===== config.mk =====
export PLATFORM = sky130hd
export DESIGN_NAME = ssp_top
export DESIGN_NICKNAME = d
export VERILOG_FILES = /design/src/core/ssp_pkg.sv /design/src/core/ssp_clkgen.sv /design/src/core/ssp_shifter.sv /design/src/core/ssp_top.sv
export SDC_FILE = /design/constraint.sdc
export NUM_CORES = 1
export LEC_CHECK = 0
export BUFFER_PORTS_ARGS = -buffer_cell sky130_fd_sc_hd__buf_2
export CORE_MARGIN = 2
export CORE_UTILIZATION = 36
export CTS_BUF_LIST = sky130_fd_sc_hd__clkbuf_4
export DETAILED_ROUTE_END_ITERATION = 7
export PLACE_DENSITY = 0.65
export SYNTH_ARGS = -nofsm -noshare
export SYNTH_HDL_FRONTEND = slang
export SYNTH_SLANG_ARGS = --single-unit

===== constraint.sdc =====
create_clock -name clk -period 5.35 [get_ports clk]
set_input_delay 0.2675 -clock clk [delete_from_list [all_inputs] [get_ports clk]]
set_output_delay 0.2675 -clock clk [all_outputs]
set_load 0.02 [all_outputs]

===== src/core/ssp_pkg.sv =====
package ssp_pkg;

  // ------------------------------------------------------------------
  // Register map (word aligned byte addresses)
  // ------------------------------------------------------------------
  localparam logic [11:0] SSP_ADDR_MODE_CTRL   = 12'h0000;
  localparam logic [11:0] SSP_ADDR_CTRL_STATUS = 12'h0004;
  localparam logic [11:0] SSP_ADDR_SHIFT_DATA  = 12'h0008;

  // ------------------------------------------------------------------
  // Field positions
  // ------------------------------------------------------------------
  localparam int SSP_CS_IDLE_LVL   = 5;
  localparam int SSP_CS_CAP_EDGE   = 4;
  localparam int SSP_CS_BIT_ORDER  = 3;
  localparam int SSP_CS_SEL_EN     = 2;
  localparam int SSP_CS_WRITE_COLLISION_FLAG       = 1;
  localparam int SSP_CS_TRF        = 0;
  localparam int SSP_MC_MODE_LSB   = 5;
  localparam int SSP_MC_DEB_LSB    = 2;
  localparam int SSP_MC_ENABLE     = 1;
  localparam int SSP_MC_INCOMPLETE = 0;

  // ------------------------------------------------------------------
  // Reset values
  // ------------------------------------------------------------------
  localparam logic [7:0] SSP_CTRL_STATUS_RST = 8'h00;
  localparam logic [2:0] SSP_MODE_RST        = 3'h7;

  // ------------------------------------------------------------------
  // Operating modes and timing
  // ------------------------------------------------------------------
  localparam logic [2:0] SSP_MODE_DIV4  = 3'h0;
  localparam logic [2:0] SSP_MODE_DIV16 = 3'h1;
  localparam logic [2:0] SSP_MODE_DIV64 = 3'h2;
  localparam logic [2:0] SSP_MODE_SUB   = 3'h3;
  localparam logic [2:0] SSP_MODE_TMR   = 3'h4;
  localparam logic [2:0] SSP_MODE_SLAVE = 3'h5;
  localparam logic [3:0] SSP_BITS_PER_XFER = 4'h8;

  typedef enum logic [1:0] {
    SSP_IDLE,
    SSP_LEAD,
    SSP_TRAIL
  } ssp_state_type;

  // Capture on rising edge when polarity and edge select agree
  function automatic logic ssp_capture_rising(input logic idle_lvl, input logic cap_edge);
    return idle_lvl == cap_edge;
  endfunction

endpackage


===== src/core/ssp_clkgen.sv =====
`timescale 1ns/10ps
module ssp_clkgen
  import ssp_pkg::*;
(
  input  wire logic       clk,
  input  wire logic       srst,
  input  wire logic [2:0] mode,
  input  wire logic       sub_tick,
  input  wire logic       tmr_tick,
  output logic            half_tick
);

  // ------------------------------------------------------------------
  // Half-period enable for the master serial clock
  // ------------------------------------------------------------------
  logic [4:0] cnt_q;
  logic       sys_tick;

  always_ff @(posedge clk) begin
    if (srst) begin
      cnt_q <= 5'h00;
    end else begin
      cnt_q <= cnt_q + 5'h01;
    end
  end

  always_comb begin
    case (mode)
      SSP_MODE_DIV4:  sys_tick = cnt_q[0];
      SSP_MODE_DIV16: sys_tick = &cnt_q[2:0];
      SSP_MODE_DIV64: sys_tick = &cnt_q[4:0];
      default:        sys_tick = 1'b0;
    endcase
  end

  always_comb begin
    case (mode)
      SSP_MODE_SUB: half_tick = sub_tick;
      // One match per half period: clock runs at half the match rate
      SSP_MODE_TMR: half_tick = tmr_tick;
      default:      half_tick = sys_tick;
    endcase
  end

endmodule


===== src/core/ssp_shifter.sv =====
`timescale 1ns/10ps
module ssp_shifter
  import ssp_pkg::*;
(
  input  wire logic       clk,
  input  wire logic       srst,
  input  wire logic       load,
  input  wire logic [7:0] load_data,
  input  wire logic       shift,
  input  wire logic       msb_first,
  input  wire logic       in_bit,
  output logic            out_bit,
  output logic [7:0]      buf_data
);

  // ------------------------------------------------------------------
  // Internal shift buffer
  // ------------------------------------------------------------------
  logic [7:0] buf_q;

  always_ff @(posedge clk) begin
    if (srst) begin
      buf_q <= 8'h00;
    end else if (load) begin
      buf_q <= load_data;
    end else if (shift) begin
      if (msb_first) begin
        buf_q <= {buf_q[6:0], in_bit};
      end else begin
        buf_q <= {in_bit, buf_q[7:1]};
      end
    end
  end

  assign out_bit  = msb_first ? buf_q[7] : buf_q[0];
  assign buf_data = buf_q;

endmodule


===== src/core/ssp_top.sv =====
// What the document asks of this block and of its software
// RL1 - Clock idles high when polarity bit zero
// RL2 - Capture rising when polarity equals edge select
// RL3 - Software sets polarity and edge before transfers
// RL4 - Bit order one means MSB first
// RL5 - Select pin used only when enabled
// RL6 - Data write during transfer dropped, collision
// RL7 - Collision flag cleared only by software
// RL8 - Complete flag sets at end, software clears
// RL9 - Master data write starts full duplex transfer
// RL10 - Slave shifts data on received clock
// RL11 - Master asserts select before any clock
// RL12 - Slave presents out bit before capture edge
// RL13 - Keeps running while its clock runs
// RL14 - Enabled idle: data input floats, output high
// RL15 - Idle clock driven in master, floats slave
// RL16 - Disabled releases all four pins
// RL17 - Master makes clock, slave uses external
// RL18 - Received byte copied only when complete
// RL19 - Software configures before setting enable
// RL20 - Software checks collision, waits, reads, clears
// RL21 - Two spare bits are plain storage
// RL22 - Mode field selects clock source or slave
// RL23 - Early select release sets incomplete, complete
// RL24 - Exactly eight bits per transfer
//
// The APB slave port and the address map were decided locally.
`timescale 1ns/10ps
module ssp_top
  import ssp_pkg::*;
(
  input  wire logic        clk,
  input  wire logic        srst,
  input  wire logic        psel,
  input  wire logic        penable,
  input  wire logic        pwrite,
  input  wire logic [11:0] paddr,
  input  wire logic [31:0] pwdata,
  output logic [31:0]      prdata,
  output logic             pready,
  output logic             pslverr,
  input  wire logic        sub_tick,
  input  wire logic        tmr_tick,
  input  wire logic        sck_in,
  output logic             sck_out,
  output logic             sck_oe_n,
  input  wire logic        sdi,
  output logic             sdo,
  output logic             sdo_oe_n,
  input  wire logic        select_n_in,
  output logic             pins_claimed
);

  // ------------------------------------------------------------------
  // Registers
  // ------------------------------------------------------------------
  logic [2:0]    mode_q;
  logic [1:0]    deb_q;
  logic          enable_q;
  logic          incomplete_q;
  logic [7:0]    cs_q;
  logic [7:0]    data_q;
  ssp_state_type state_q;
  logic [3:0]    bits_q;
  logic          sck_prev_q;
  logic          sel_prev_q;
  logic          lag_q;

  logic       wr_acc;
  logic       rd_acc;
  logic       is_master;
  logic       is_slave;
  logic       busy;
  logic       data_wr;
  logic       start;
  logic       half_tick;
  logic       sh_out;
  logic [7:0] sh_data;
  logic       sh_load;
  logic       sh_shift;
  logic       done;
  logic       abort;
  logic       sel_active;
  logic       cap_rise;
  logic       s_edge_lead;
  logic       s_edge_trail;
  logic       m_lead;
  logic       m_trail;

  assign wr_acc     = psel && penable && pwrite;
  assign rd_acc     = psel && penable && !pwrite;
  assign is_slave   = mode_q == SSP_MODE_SLAVE;
  assign is_master  = mode_q < SSP_MODE_SLAVE;
  assign busy       = state_q != SSP_IDLE;
  assign data_wr    = wr_acc && paddr == SSP_ADDR_SHIFT_DATA;
  assign cap_rise   = ssp_capture_rising(cs_q[SSP_CS_IDLE_LVL], cs_q[SSP_CS_CAP_EDGE]); // RL2
  assign sel_active = !cs_q[SSP_CS_SEL_EN] || !select_n_in; // RL5 RL11

  // ------------------------------------------------------------------
  // Clock source and shifter
  // ------------------------------------------------------------------
  ssp_clkgen u_clkgen ( // RL13
    .clk       (clk),
    .srst      (srst),
    .mode      (mode_q),
    .sub_tick  (sub_tick),
    .tmr_tick  (tmr_tick),
    .half_tick (half_tick)
  );

  // RL9 RL10: a data write arms the buffer in either role
  assign start   = data_wr && !busy && enable_q && (is_master || is_slave); // RL9
  assign sh_load = data_wr && !busy; // RL6

  // Slave edges seen on the external clock, sampled by the system clock
  assign s_edge_lead  = is_slave && busy && sel_active && (sck_prev_q != sck_in)
                        && ((sck_in == cap_rise));                  // RL10 RL17
  assign s_edge_trail = is_slave && busy && sel_active && (sck_prev_q != sck_in)
                        && ((sck_in != cap_rise));                  // RL12
  assign m_lead  = is_master && half_tick && lag_q && state_q == SSP_LEAD;   // RL17
  assign m_trail = is_master && half_tick && lag_q && state_q == SSP_TRAIL;
  assign sh_shift = (m_lead || s_edge_lead) && bits_q != 4'h0 && state_q == SSP_LEAD;
  assign done     = (is_slave && state_q == SSP_TRAIL && bits_q == 4'h0)      // RL24
                    || (m_trail && bits_q == 4'h0);
  assign abort    = is_slave && busy && enable_q && cs_q[SSP_CS_SEL_EN]
                    && !sel_prev_q && select_n_in;                  // RL23

  ssp_shifter u_shifter (
    .clk       (clk),
    .srst      (srst),
    .load      (sh_load),
    .load_data (pwdata[7:0]),
    .shift     (sh_shift),
    .msb_first (cs_q[SSP_CS_BIT_ORDER]), // RL4
    .in_bit    (sdi),
    .out_bit   (sh_out),
    .buf_data  (sh_data)
  );

  // ------------------------------------------------------------------
  // Transfer sequencer
  // ------------------------------------------------------------------
  // Lead edge captures and moves the next bit out in the same shift
  always_ff @(posedge clk) begin
    if (srst || !enable_q) begin
      state_q <= SSP_IDLE;
    end else begin
      case (state_q)
        SSP_IDLE: begin
          if (start) begin
            state_q <= cs_q[SSP_CS_CAP_EDGE] ? SSP_LEAD : SSP_TRAIL; // RL2
          end
        end
        SSP_LEAD: begin
          if (abort) begin
            state_q <= SSP_IDLE;
          end else if (done) begin
            state_q <= SSP_IDLE;
          end else if (m_lead || s_edge_lead) begin
            state_q <= SSP_TRAIL;
          end
        end
        SSP_TRAIL: begin
          if (abort || done) begin
            state_q <= SSP_IDLE;
          end else if (m_trail || s_edge_trail) begin
            state_q <= SSP_LEAD;
          end
        end
        default: state_q <= SSP_IDLE;
      endcase
    end
  end

  always_ff @(posedge clk) begin
    if (srst) begin
      bits_q <= 4'h0;
    end else if (start) begin
      bits_q <= SSP_BITS_PER_XFER; // RL24
    end else if (sh_shift) begin
      bits_q <= bits_q - 4'h1;
    end
  end

  always_ff @(posedge clk) begin
    if (srst) begin
      sck_prev_q <= 1'b0;
      sel_prev_q <= 1'b1;
    end else begin
      sck_prev_q <= sck_in;
      sel_prev_q <= select_n_in;
    end
  end

  // Holds off the first master edge until the first bit is on the pin
  always_ff @(posedge clk) begin
    if (srst) begin
      lag_q <= 1'b0;
    end else begin
      lag_q <= busy;
    end
  end

  // ------------------------------------------------------------------
  // Master serial clock
  // ------------------------------------------------------------------
  // Moves with the sequencer so clock and data never race;
  // the closing trail edge is skipped when the line already idles
  always_ff @(posedge clk) begin
    if (srst) begin
      sck_out <= 1'b1;
    end else if (!is_master || !busy) begin
      sck_out <= !cs_q[SSP_CS_IDLE_LVL]; // RL1
    end else if (m_lead || (m_trail && (bits_q != 4'h0 || sck_out == cs_q[SSP_CS_IDLE_LVL]))) begin
      sck_out <= !sck_out; // RL17
    end
  end

  // ------------------------------------------------------------------
  // Pins
  // ------------------------------------------------------------------
  always_ff @(posedge clk) begin
    if (srst) begin
      sck_oe_n     <= 1'b1;
      sdo          <= 1'b1;
      sdo_oe_n     <= 1'b1;
      pins_claimed <= 1'b0;
    end else begin
      pins_claimed <= enable_q; // RL16
      sck_oe_n     <= !(enable_q && is_master); // RL15 RL16
      sdo_oe_n     <= !(enable_q && (is_master || sel_active)); // RL14
      sdo <= busy ? sh_out : 1'b1; // RL14 RL12
    end
  end

  // ------------------------------------------------------------------
  // Software registers
  // ------------------------------------------------------------------
  always_ff @(posedge clk) begin
    if (srst) begin
      mode_q   <= SSP_MODE_RST;
      deb_q    <= 2'h0;
      enable_q <= 1'b0;
    end else if (wr_acc && paddr == SSP_ADDR_MODE_CTRL) begin
      mode_q   <= pwdata[SSP_MC_MODE_LSB +: 3]; // RL22
      deb_q    <= pwdata[SSP_MC_DEB_LSB +: 2];
      enable_q <= pwdata[SSP_MC_ENABLE];
    end
  end

  // Hardware set wins over a same-cycle software write
  always_ff @(posedge clk) begin
    if (srst) begin
      incomplete_q <= 1'b0;
    end else if (abort) begin
      incomplete_q <= 1'b1; // RL23
    end else if (wr_acc && paddr == SSP_ADDR_MODE_CTRL) begin
      incomplete_q <= pwdata[SSP_MC_INCOMPLETE];
    end
  end

  always_ff @(posedge clk) begin
    if (srst) begin
      cs_q <= SSP_CTRL_STATUS_RST;
    end else begin
      if (wr_acc && paddr == SSP_ADDR_CTRL_STATUS) begin
        cs_q <= pwdata[7:0]; // RL21 RL7
      end
      if (data_wr && busy) begin
        cs_q[SSP_CS_WRITE_COLLISION_FLAG] <= 1'b1; // RL6
      end
      if (done || abort) begin
        cs_q[SSP_CS_TRF] <= 1'b1; // RL8 RL23
      end
    end
  end

  // Readable data takes the written byte on a load, and the received byte once the whole byte is in
  always_ff @(posedge clk) begin
    if (srst) begin
      data_q <= 8'h00;
    end else if (sh_load) begin
      data_q <= pwdata[7:0];
    end else if (done) begin
      data_q <= sh_data; // RL18
    end
  end

  // ------------------------------------------------------------------
  // APB slave: zero wait, unmapped reads zero with error
  // ------------------------------------------------------------------
  always_ff @(posedge clk) begin
    if (srst) begin
      prdata  <= 32'h0000_0000;
      pready  <= 1'b0;
      pslverr <= 1'b0;
    end else begin
      pready  <= psel && !penable;
      pslverr <= psel && !penable && paddr != SSP_ADDR_MODE_CTRL
                 && paddr != SSP_ADDR_CTRL_STATUS && paddr != SSP_ADDR_SHIFT_DATA;
      case (paddr)
        SSP_ADDR_MODE_CTRL:   prdata <= {24'h00_0000, mode_q, 1'b0, deb_q, enable_q, incomplete_q};
        SSP_ADDR_CTRL_STATUS: prdata <= {24'h00_0000, cs_q};
        SSP_ADDR_SHIFT_DATA:  prdata <= {24'h00_0000, data_q};
        default:              prdata <= 32'h0000_0000;
      endcase
    end
  end

endmodule


==> reports/metrics.cfg, run 1 <==
[power]
internal_power_w=0.000623
p_leak_nw=1.42
peakVddDrop_mv=0.151
swShare_pct=27.9
switching_power_w=0.000241
clkPwrFrac_pct=37.4
p_seq_share_pct=53.5
p_per_area_mw_per_mm2=242
combPwrFrac_pct=9.1

[setup_path]
crit_chain=ha_1, and3_1, ha_1, nor2b_1, o31ai_1, buf_4, a2bb2oi_1, nand3_1, a32o_1
cp_max_fo=13
worstPathRequired_ns=5.68
max_stage_delay_ns=0.86
cp_data_arrival_time_ns=3.08
crit_path_frequent_cell=ha_1
cp_slowest_cell=a2bb2oi_1
criticalPathCategory=flop to flop
critPathLaunchType=flop
cp-end-kind=flop
r2r.worst_path.cells=9
r2r_slack_ns=2.61
rr_startpoint=u_clkgen.cnt_q[0]
worstReg2RegEnd=state_q[1]

[logic_synthesis]
synth_top_area_share_pct=36.5
synth.distinct_cells=55
synth_area_leaders=dfxtp_1, a21oi_1, buf_4, nand2_1, a31oi_1
ys.warnings.count=0
synth_top_area_cell=dfxtp_1
synth_area_mm2=0.00329
ys_seq_elements=60
synth_flop_cell=dfxtp_1
async_flop_share_pct=0
yosysSeqAreaShare_pct=36.5
synth-edff-count=0
syn_area_per_cell_um2=8.10
syn_inst=406

[finish]
fill_cells=912
multi_input_area_mm2=0.00183
fin_util_pct=40.6
n_antenna_cell=0
syn_to_final_growth_pct=8.63
layout_commonest_cell=dfxtp_1
layout-drive-gt1-share_pct=16.5
seq_area_mm2=0.00120
final_nets=489
layout_common_cells=dfxtp_1, buf_2, a21oi_1

[clock_tree]
cts_sinks=60
post_cts_buffers=0
cts-buffers-inserted=9
cts_tree=built
root_buffer=clkbuf_4
clkLatencyLatePin_ns=0.43
clk_pin_slew_ns=0.11
cts_resized=0
h-tree-depth=3
cts_buffer_depth=2

[detailed_routing]
via_per_inst=5.57
drt-total-wl_um=8830
drtAntennaViolNets=0
wl_per_cell_um=16.2
first_pass_iters=6
first_iter_violations=213
drc_errors=0
vias=3032

[min_path]
hold-path-endpoint=sel_prev_q
hold_class=input port to flop
worstHoldStart=select_n_in
worstHoldPathCells=2

[placed_design]
gp_congestion=0.873
dp_hpwl_um=6100
numPortBuffers=44

[timing]
min_period_over_period_pct=51.3
worst_pin_slew_ns=1.16
clock_skew_ns=0.0112
drv_slew=0
setup_viol=0
max_freq_mhz=365
hold_violations=0
period_needed_ns=2.74
slew_headroom_pct=22.6
finalSetupTns_ns=0
rsz0062_at_grt=no

[floorplanning]
row_count=34
pin_count=93
core-area_mm2=0.00881
initial_utilization_pct=37.4
die_h_um=99.6
die_area_mm2=0.00992
dieWidth_um=99.6

[grt]
grt_pass1_vias=2865
grt_max_degree=47
overflow=0
grt_util_all_layers_pct=18.4
grt_pass1_wl_um=14600
antenna_found_initial=0

[flow_run]
maxCapViolCount=0

[run_status]
status=complete, no violations

==> cells in the mapped netlist (2+ instances only) <==
library cell,number
nand4_1,3
nor3_1,5
a2bb2oi_1,2
and4_1,2
clkbuf_1,19
xor2_1,2
a31oi_1,20
buf_2,11
o21bai_1,9
inv_1,6
dfxtp_1,60
mux2i_1,10
o21ai_0,6
a21oi_1,40
o211ai_1,9
o21ai_1,3
nand3_1,23
ha_1,4
nand2b_1,4
buf_4,25
and3_1,13
nor4_1,2
and2_1,4
nor2b_1,12
a211oi_1,8
o31ai_1,3
mux2_2,8
nand2_1,37
a211o_1,2
nor2_1,27
nand3b_1,2
a311o_1,2
==> worst max-delay path: cells and delay by family (launching register included) <==
family	cells	cell delay (ns)
compound gates	3	1.22
simple gates	3	0.49
fa+ha+maj	2	0.39
flops	1	0.35
buf+inv	1	0.20
==> what timing repair did <==
item	CTS	global route
setup endpoints to repair	0	0
hold endpoints to repair	0	1
hold buffers	0	1
==> power by group through the flow <==
stage / registers (W) / logic, W / clock network, W
after CTS: 0.000462 / 0.0000769 / 0.000328
final: 0.000462 / 0.0000785 / 0.000323
after detailed placement: 0.000472 / 0.0000766 / 0
after global routing: 0.000463 / 0.0000866 / 0.000346
after floorplan: 0.000471 / 0.0000662 / 0
after global placement: 0.000472 / 0.0000753 / 0
==> per-stage QoR <==
step	area [um2]	hold slack [ns]	total power (W)	instances	setup slack, ns
2_1_floorplan	3380	0.352	0.000537	429	3.39
3_3_place_gp	3430	0.438	0.000547	527	2.71
3_5_place_dp	3430	0.447	0.000549	527	2.66
4_1_cts	3560	0.000618	0.000867	543	2.64
5_1_grt	3570	0.0478	0.000895	544	2.43
6_report	3570	0.0694	0.000864	544	2.61
==> final cells by class <==
class / count / share of cell area [%]
inverter: 6 / 0.630
clock buffer: 9 / 1.89
clock inverter: 7 / 1.89
timing repair buffer: 47 / 6.86
sequential: 60 / 33.6
multi-input combinational: 307 / 51.3
tap: 108 / 3.78
==> state kept, by name (all words and copies together) (netlist names), 2 cells and up <==
| name | count |
|---|---|
| cs_q | 8 |
| data_q | 8 |
| prdata | 8 |
| u_shifter.buf_data | 8 |
| u_clkgen.cnt_q | 5 |
| bits_q | 4 |
| mode_q | 3 |
| deb_q | 2 |
| state_q | 2 |
==> worst max path at each step <==
stage,cells after the start,startpoint,slack (ns),end
after global routing,9,u_clkgen.cnt_q[0],2.43,u_shifter.buf_data[2]
final,9,u_clkgen.cnt_q[0],2.61,state_q[1]
after floorplan,9,u_clkgen.cnt_q[0],3.39,sck_out
after CTS,9,u_clkgen.cnt_q[0],2.64,u_shifter.buf_data[2]
after global placement,9,u_clkgen.cnt_q[0],2.71,state_q[1]
after detailed placement,9,u_clkgen.cnt_q[0],2.66,state_q[1]
==> metal layers <==
layer  global-route usage (%)  part of all wire, %
met1                     25.7                   46
met2                     27.6                   46
met3                     4.64                  7.2
met4                     6.64                  1.2
met5                        0                    0
==> kinds of logic (layout without fill, tap and decap cells) <==
| logic type | count (synthesis) | after routing | share of synthesized area [%] |
|---|---|---|---|
| AO/OA/AOI/OAI | 114 | 114 | 22.2 |
| XOR/XNOR | 3 | 3 | 1.22 |
| flip-flops | 60 | 60 | 36.5 |
| multiplexers | 18 | 18 | 5.78 |
| buffers and inverters | 62 | 69 | 10.3 |
| other | 1 | 24 | 0.114 |
| AND/OR/NAND/NOR | 144 | 144 | 22.3 |
| adder cells (fa/ha/maj) | 4 | 4 | 1.52 |
Power figures use the tool's default switching activity.
==> inputs of run 2 (changes only) <==
--- a/config.mk
+++ b/config.mk
@@ -5,6 +5,7 @@
 export SDC_FILE = /design/constraint.sdc
 export NUM_CORES = 1
 export LEC_CHECK = 0
+export ABC_AREA = 1
 export BUFFER_PORTS_ARGS = -buffer_cell sky130_fd_sc_hd__buf_2
 export CORE_MARGIN = 2
 export CORE_UTILIZATION = 36
==> constraint.sdc (replaced) <==
create_clock -name clk -period 2.75 [get_ports clk]
set_input_delay 0.1375 -clock clk [delete_from_list [all_inputs] [get_ports clk]]
set_output_delay 0.1375 -clock clk [all_outputs]
set_load 0.02 [all_outputs]
==> reports/metrics.cfg, run 2 <==
[power]
peakVddDrop_mv=0.148
switching_power_w=0.000391
swShare_pct=26.7
clkPwrFrac_pct=33.2
p_leak_nw=1.62
combPwrFrac_pct=6.9
internal_power_w=0.00108
p_per_area_mw_per_mm2=420
p_seq_share_pct=59.9

[timing]
finalSetupTns_ns=0
fin_hold_ws_ns=0.0388
rsz0062_at_grt=no
max_freq_mhz=468
setup_viol=0
clock_skew_ns=0.00915
drv_slew=0
slew_headroom_pct=44.0
min_period_over_period_pct=77.7
hold_violations=0
worst_pin_slew_ns=0.839
period_needed_ns=2.14

[finish]
final_cell_count_no_fill=605
n_antenna_cell=0
final_nets=551
multi_input_area_mm2=0.00152
stdcell_area_mm2=0.00350
fill_cells=942
layout-drive-gt1-share_pct=16.5
fin_util_pct=40.7
seq_area_mm2=0.00120
layout_commonest_cell=nand2_1
syn_to_final_growth_pct=10.9
layout_common_cells=nand2_1, inv_1, dfxtp_1

[logic_synthesis]
synth_top_area_share_pct=38.1
yosys-top-cells-count=nand2_1, inv_1, dfxtp_1
synth-edff-count=0
syn_inst=443
async_flop_share_pct=0
synth_area_leaders=dfxtp_1, nand2_1, inv_1, buf_4, nand3_1
synth_top_area_cell=dfxtp_1
ys_seq_elements=60
yosysSeqAreaShare_pct=38.1
yosysMostFrequentCell=nand2_1
synth_flop_cell=dfxtp_1
synth_area_mm2=0.00315
syn_area_per_cell_um2=7.12
synth.distinct_cells=36
ys.warnings.count=0

[run_status]
status=complete, no violations

[grt]
grt_max_degree=27
antenna_found_initial=0
overflow=0
grt_util_all_layers_pct=15.9
grt_use_met1_pct=19.7
grt_pass1_vias=2614
grt_util_met2_pct=26.6
gr-usage-met3_pct=4.17
grt_pass1_wl_um=12200
grt_busiest_layer=met2

[clock_tree]
cts_buffer_depth=2
cts_tree=built
clkLatencyLatePin_ns=0.40
cts_resized=0
postCtsHoldBufs=5
h-tree-depth=3
root_buffer=clkbuf_4
post_cts_buffers=0
clk_pin_slew_ns=0.09
cts-buffers-inserted=9
cts_sinks=60

[detailed_routing]
wl_per_cell_um=12.1
first_iter_violations=175
drtAntennaViolNets=0
drt-total-wl_um=7320
vias=2837
drc_errors=0
first_pass_iters=4
via_per_inst=4.69

[floorplanning]
pin_count=93
die_area_mm2=0.00953
dieWidth_um=97.6
core-area_mm2=0.00859
die_h_um=97.6
initial_utilization_pct=36.7
row_count=34

[placed_design]
gp_congestion=0.840
dp.cells=585
dp_hpwl_um=5380
numPortBuffers=44
placed_cell_area_mm2=0.00335

[min_path]
hold-path-endpoint=mode_q[0]
worstHoldPathCells=3
hold_class=input port to flop
worstHoldStart=pwdata[5]

[setup_path]
worstReg2RegEnd=u_shifter.buf_data[1]
worstPathRequired_ns=3.05
cp_max_fo=21
r2r_slack_ns=0.61
cp_data_arrival_time_ns=2.43
critPathLaunchType=flop
rr_startpoint=u_clkgen.cnt_q[0]
criticalPathCategory=flop to flop
r2r.worst_path.cells=14
cp-end-kind=flop

[flow_run]
maxCapViolCount=0

-- run 2: cells by family (layout without fill, tap and decap cells) --
family                     count (synthesis)  count (layout)  share of synthesized area (%)
buffers and inverters                    105             136                           16.6
AOI/OAI and AO/OA                         70              70                           14.2
xor gates and xnor gates                   4               4                           1.11
adders and majority gates                  4               4                           1.59
muxes                                      5               5                           1.59
DFF                                       60              60                           38.1
and+or+nand+nor                          194             194                           26.7
other                                      1              24                          0.119
-- run 2: through the flow --
stage | power, W | setup WS (ns)
6_report | 0.00147 | 0.614
5_1_grt | 0.00153 | 0.417
4_1_cts | 0.00148 | 0.595
3_5_place_dp | 0.000995 | 0.660
3_3_place_gp | 0.000993 | 0.743
2_1_floorplan | 0.000986 | 0.952
-- run 2: area by class of cell --
class / count / area share [%]
flip-flops and latches: 60 / 34.3
clock buffers: 9 / 1.93
inverters: 71 / 7.62
repair buffers: 50 / 7.94
multi-input cells: 301 / 43.4
clock inverters: 6 / 0.930
well taps: 108 / 3.86
-- run 2: power groups by stage --
stage / Sequential (W) / Combinational (W) / Clock [W]
detailed placement: 0.000899 / 0.0000963 / 0
finish: 0.000878 / 0.000102 / 0.000487
floorplan: 0.000899 / 0.0000870 / 0
CTS: 0.000878 / 0.000102 / 0.000500
global placement: 0.000898 / 0.0000953 / 0
global route: 0.000880 / 0.000113 / 0.000541
-- run 2: worst max path at each step --
stage	from	to	slack, ns	cells after the start
6_report	u_clkgen.cnt_q[0]	u_shifter.buf_data[1]	0.61	14
4_1_cts	u_clkgen.cnt_q[0]	u_shifter.buf_data[1]	0.60	14
3_5_place_dp	u_clkgen.cnt_q[0]	data_q[2]	0.66	14
5_1_grt	u_clkgen.cnt_q[0]	u_shifter.buf_data[1]	0.42	14
2_1_floorplan	u_clkgen.cnt_q[0]	state_q[0]	0.95	13
3_3_place_gp	u_clkgen.cnt_q[0]	data_q[7]	0.74	14
-- run 2: worst max-delay path, cell delays in order, from the launching register on --
cell and delay, ns:
dfxtp_1 0.40, ha_1 0.19, and3_1 0.18, ha_1 0.15
nand2_1 0.05, nand2_1 0.06, nand2_1 0.05, nand2_2 0.07
nand3_4 0.13, o21ai_4 0.20, nand2_4 0.18, nand2_1 0.13
o211ai_1 0.11, nand2_1 0.08, inv_1 0.05
-- run 2: per-layer routing --
layer / vias up / part of all wire [%]
li1: 1470 / -
met1: 1268 / 45
met2: 86 / 46
met3: 13 / 6.4
met4: 0 / 2.1
met5: - / 0
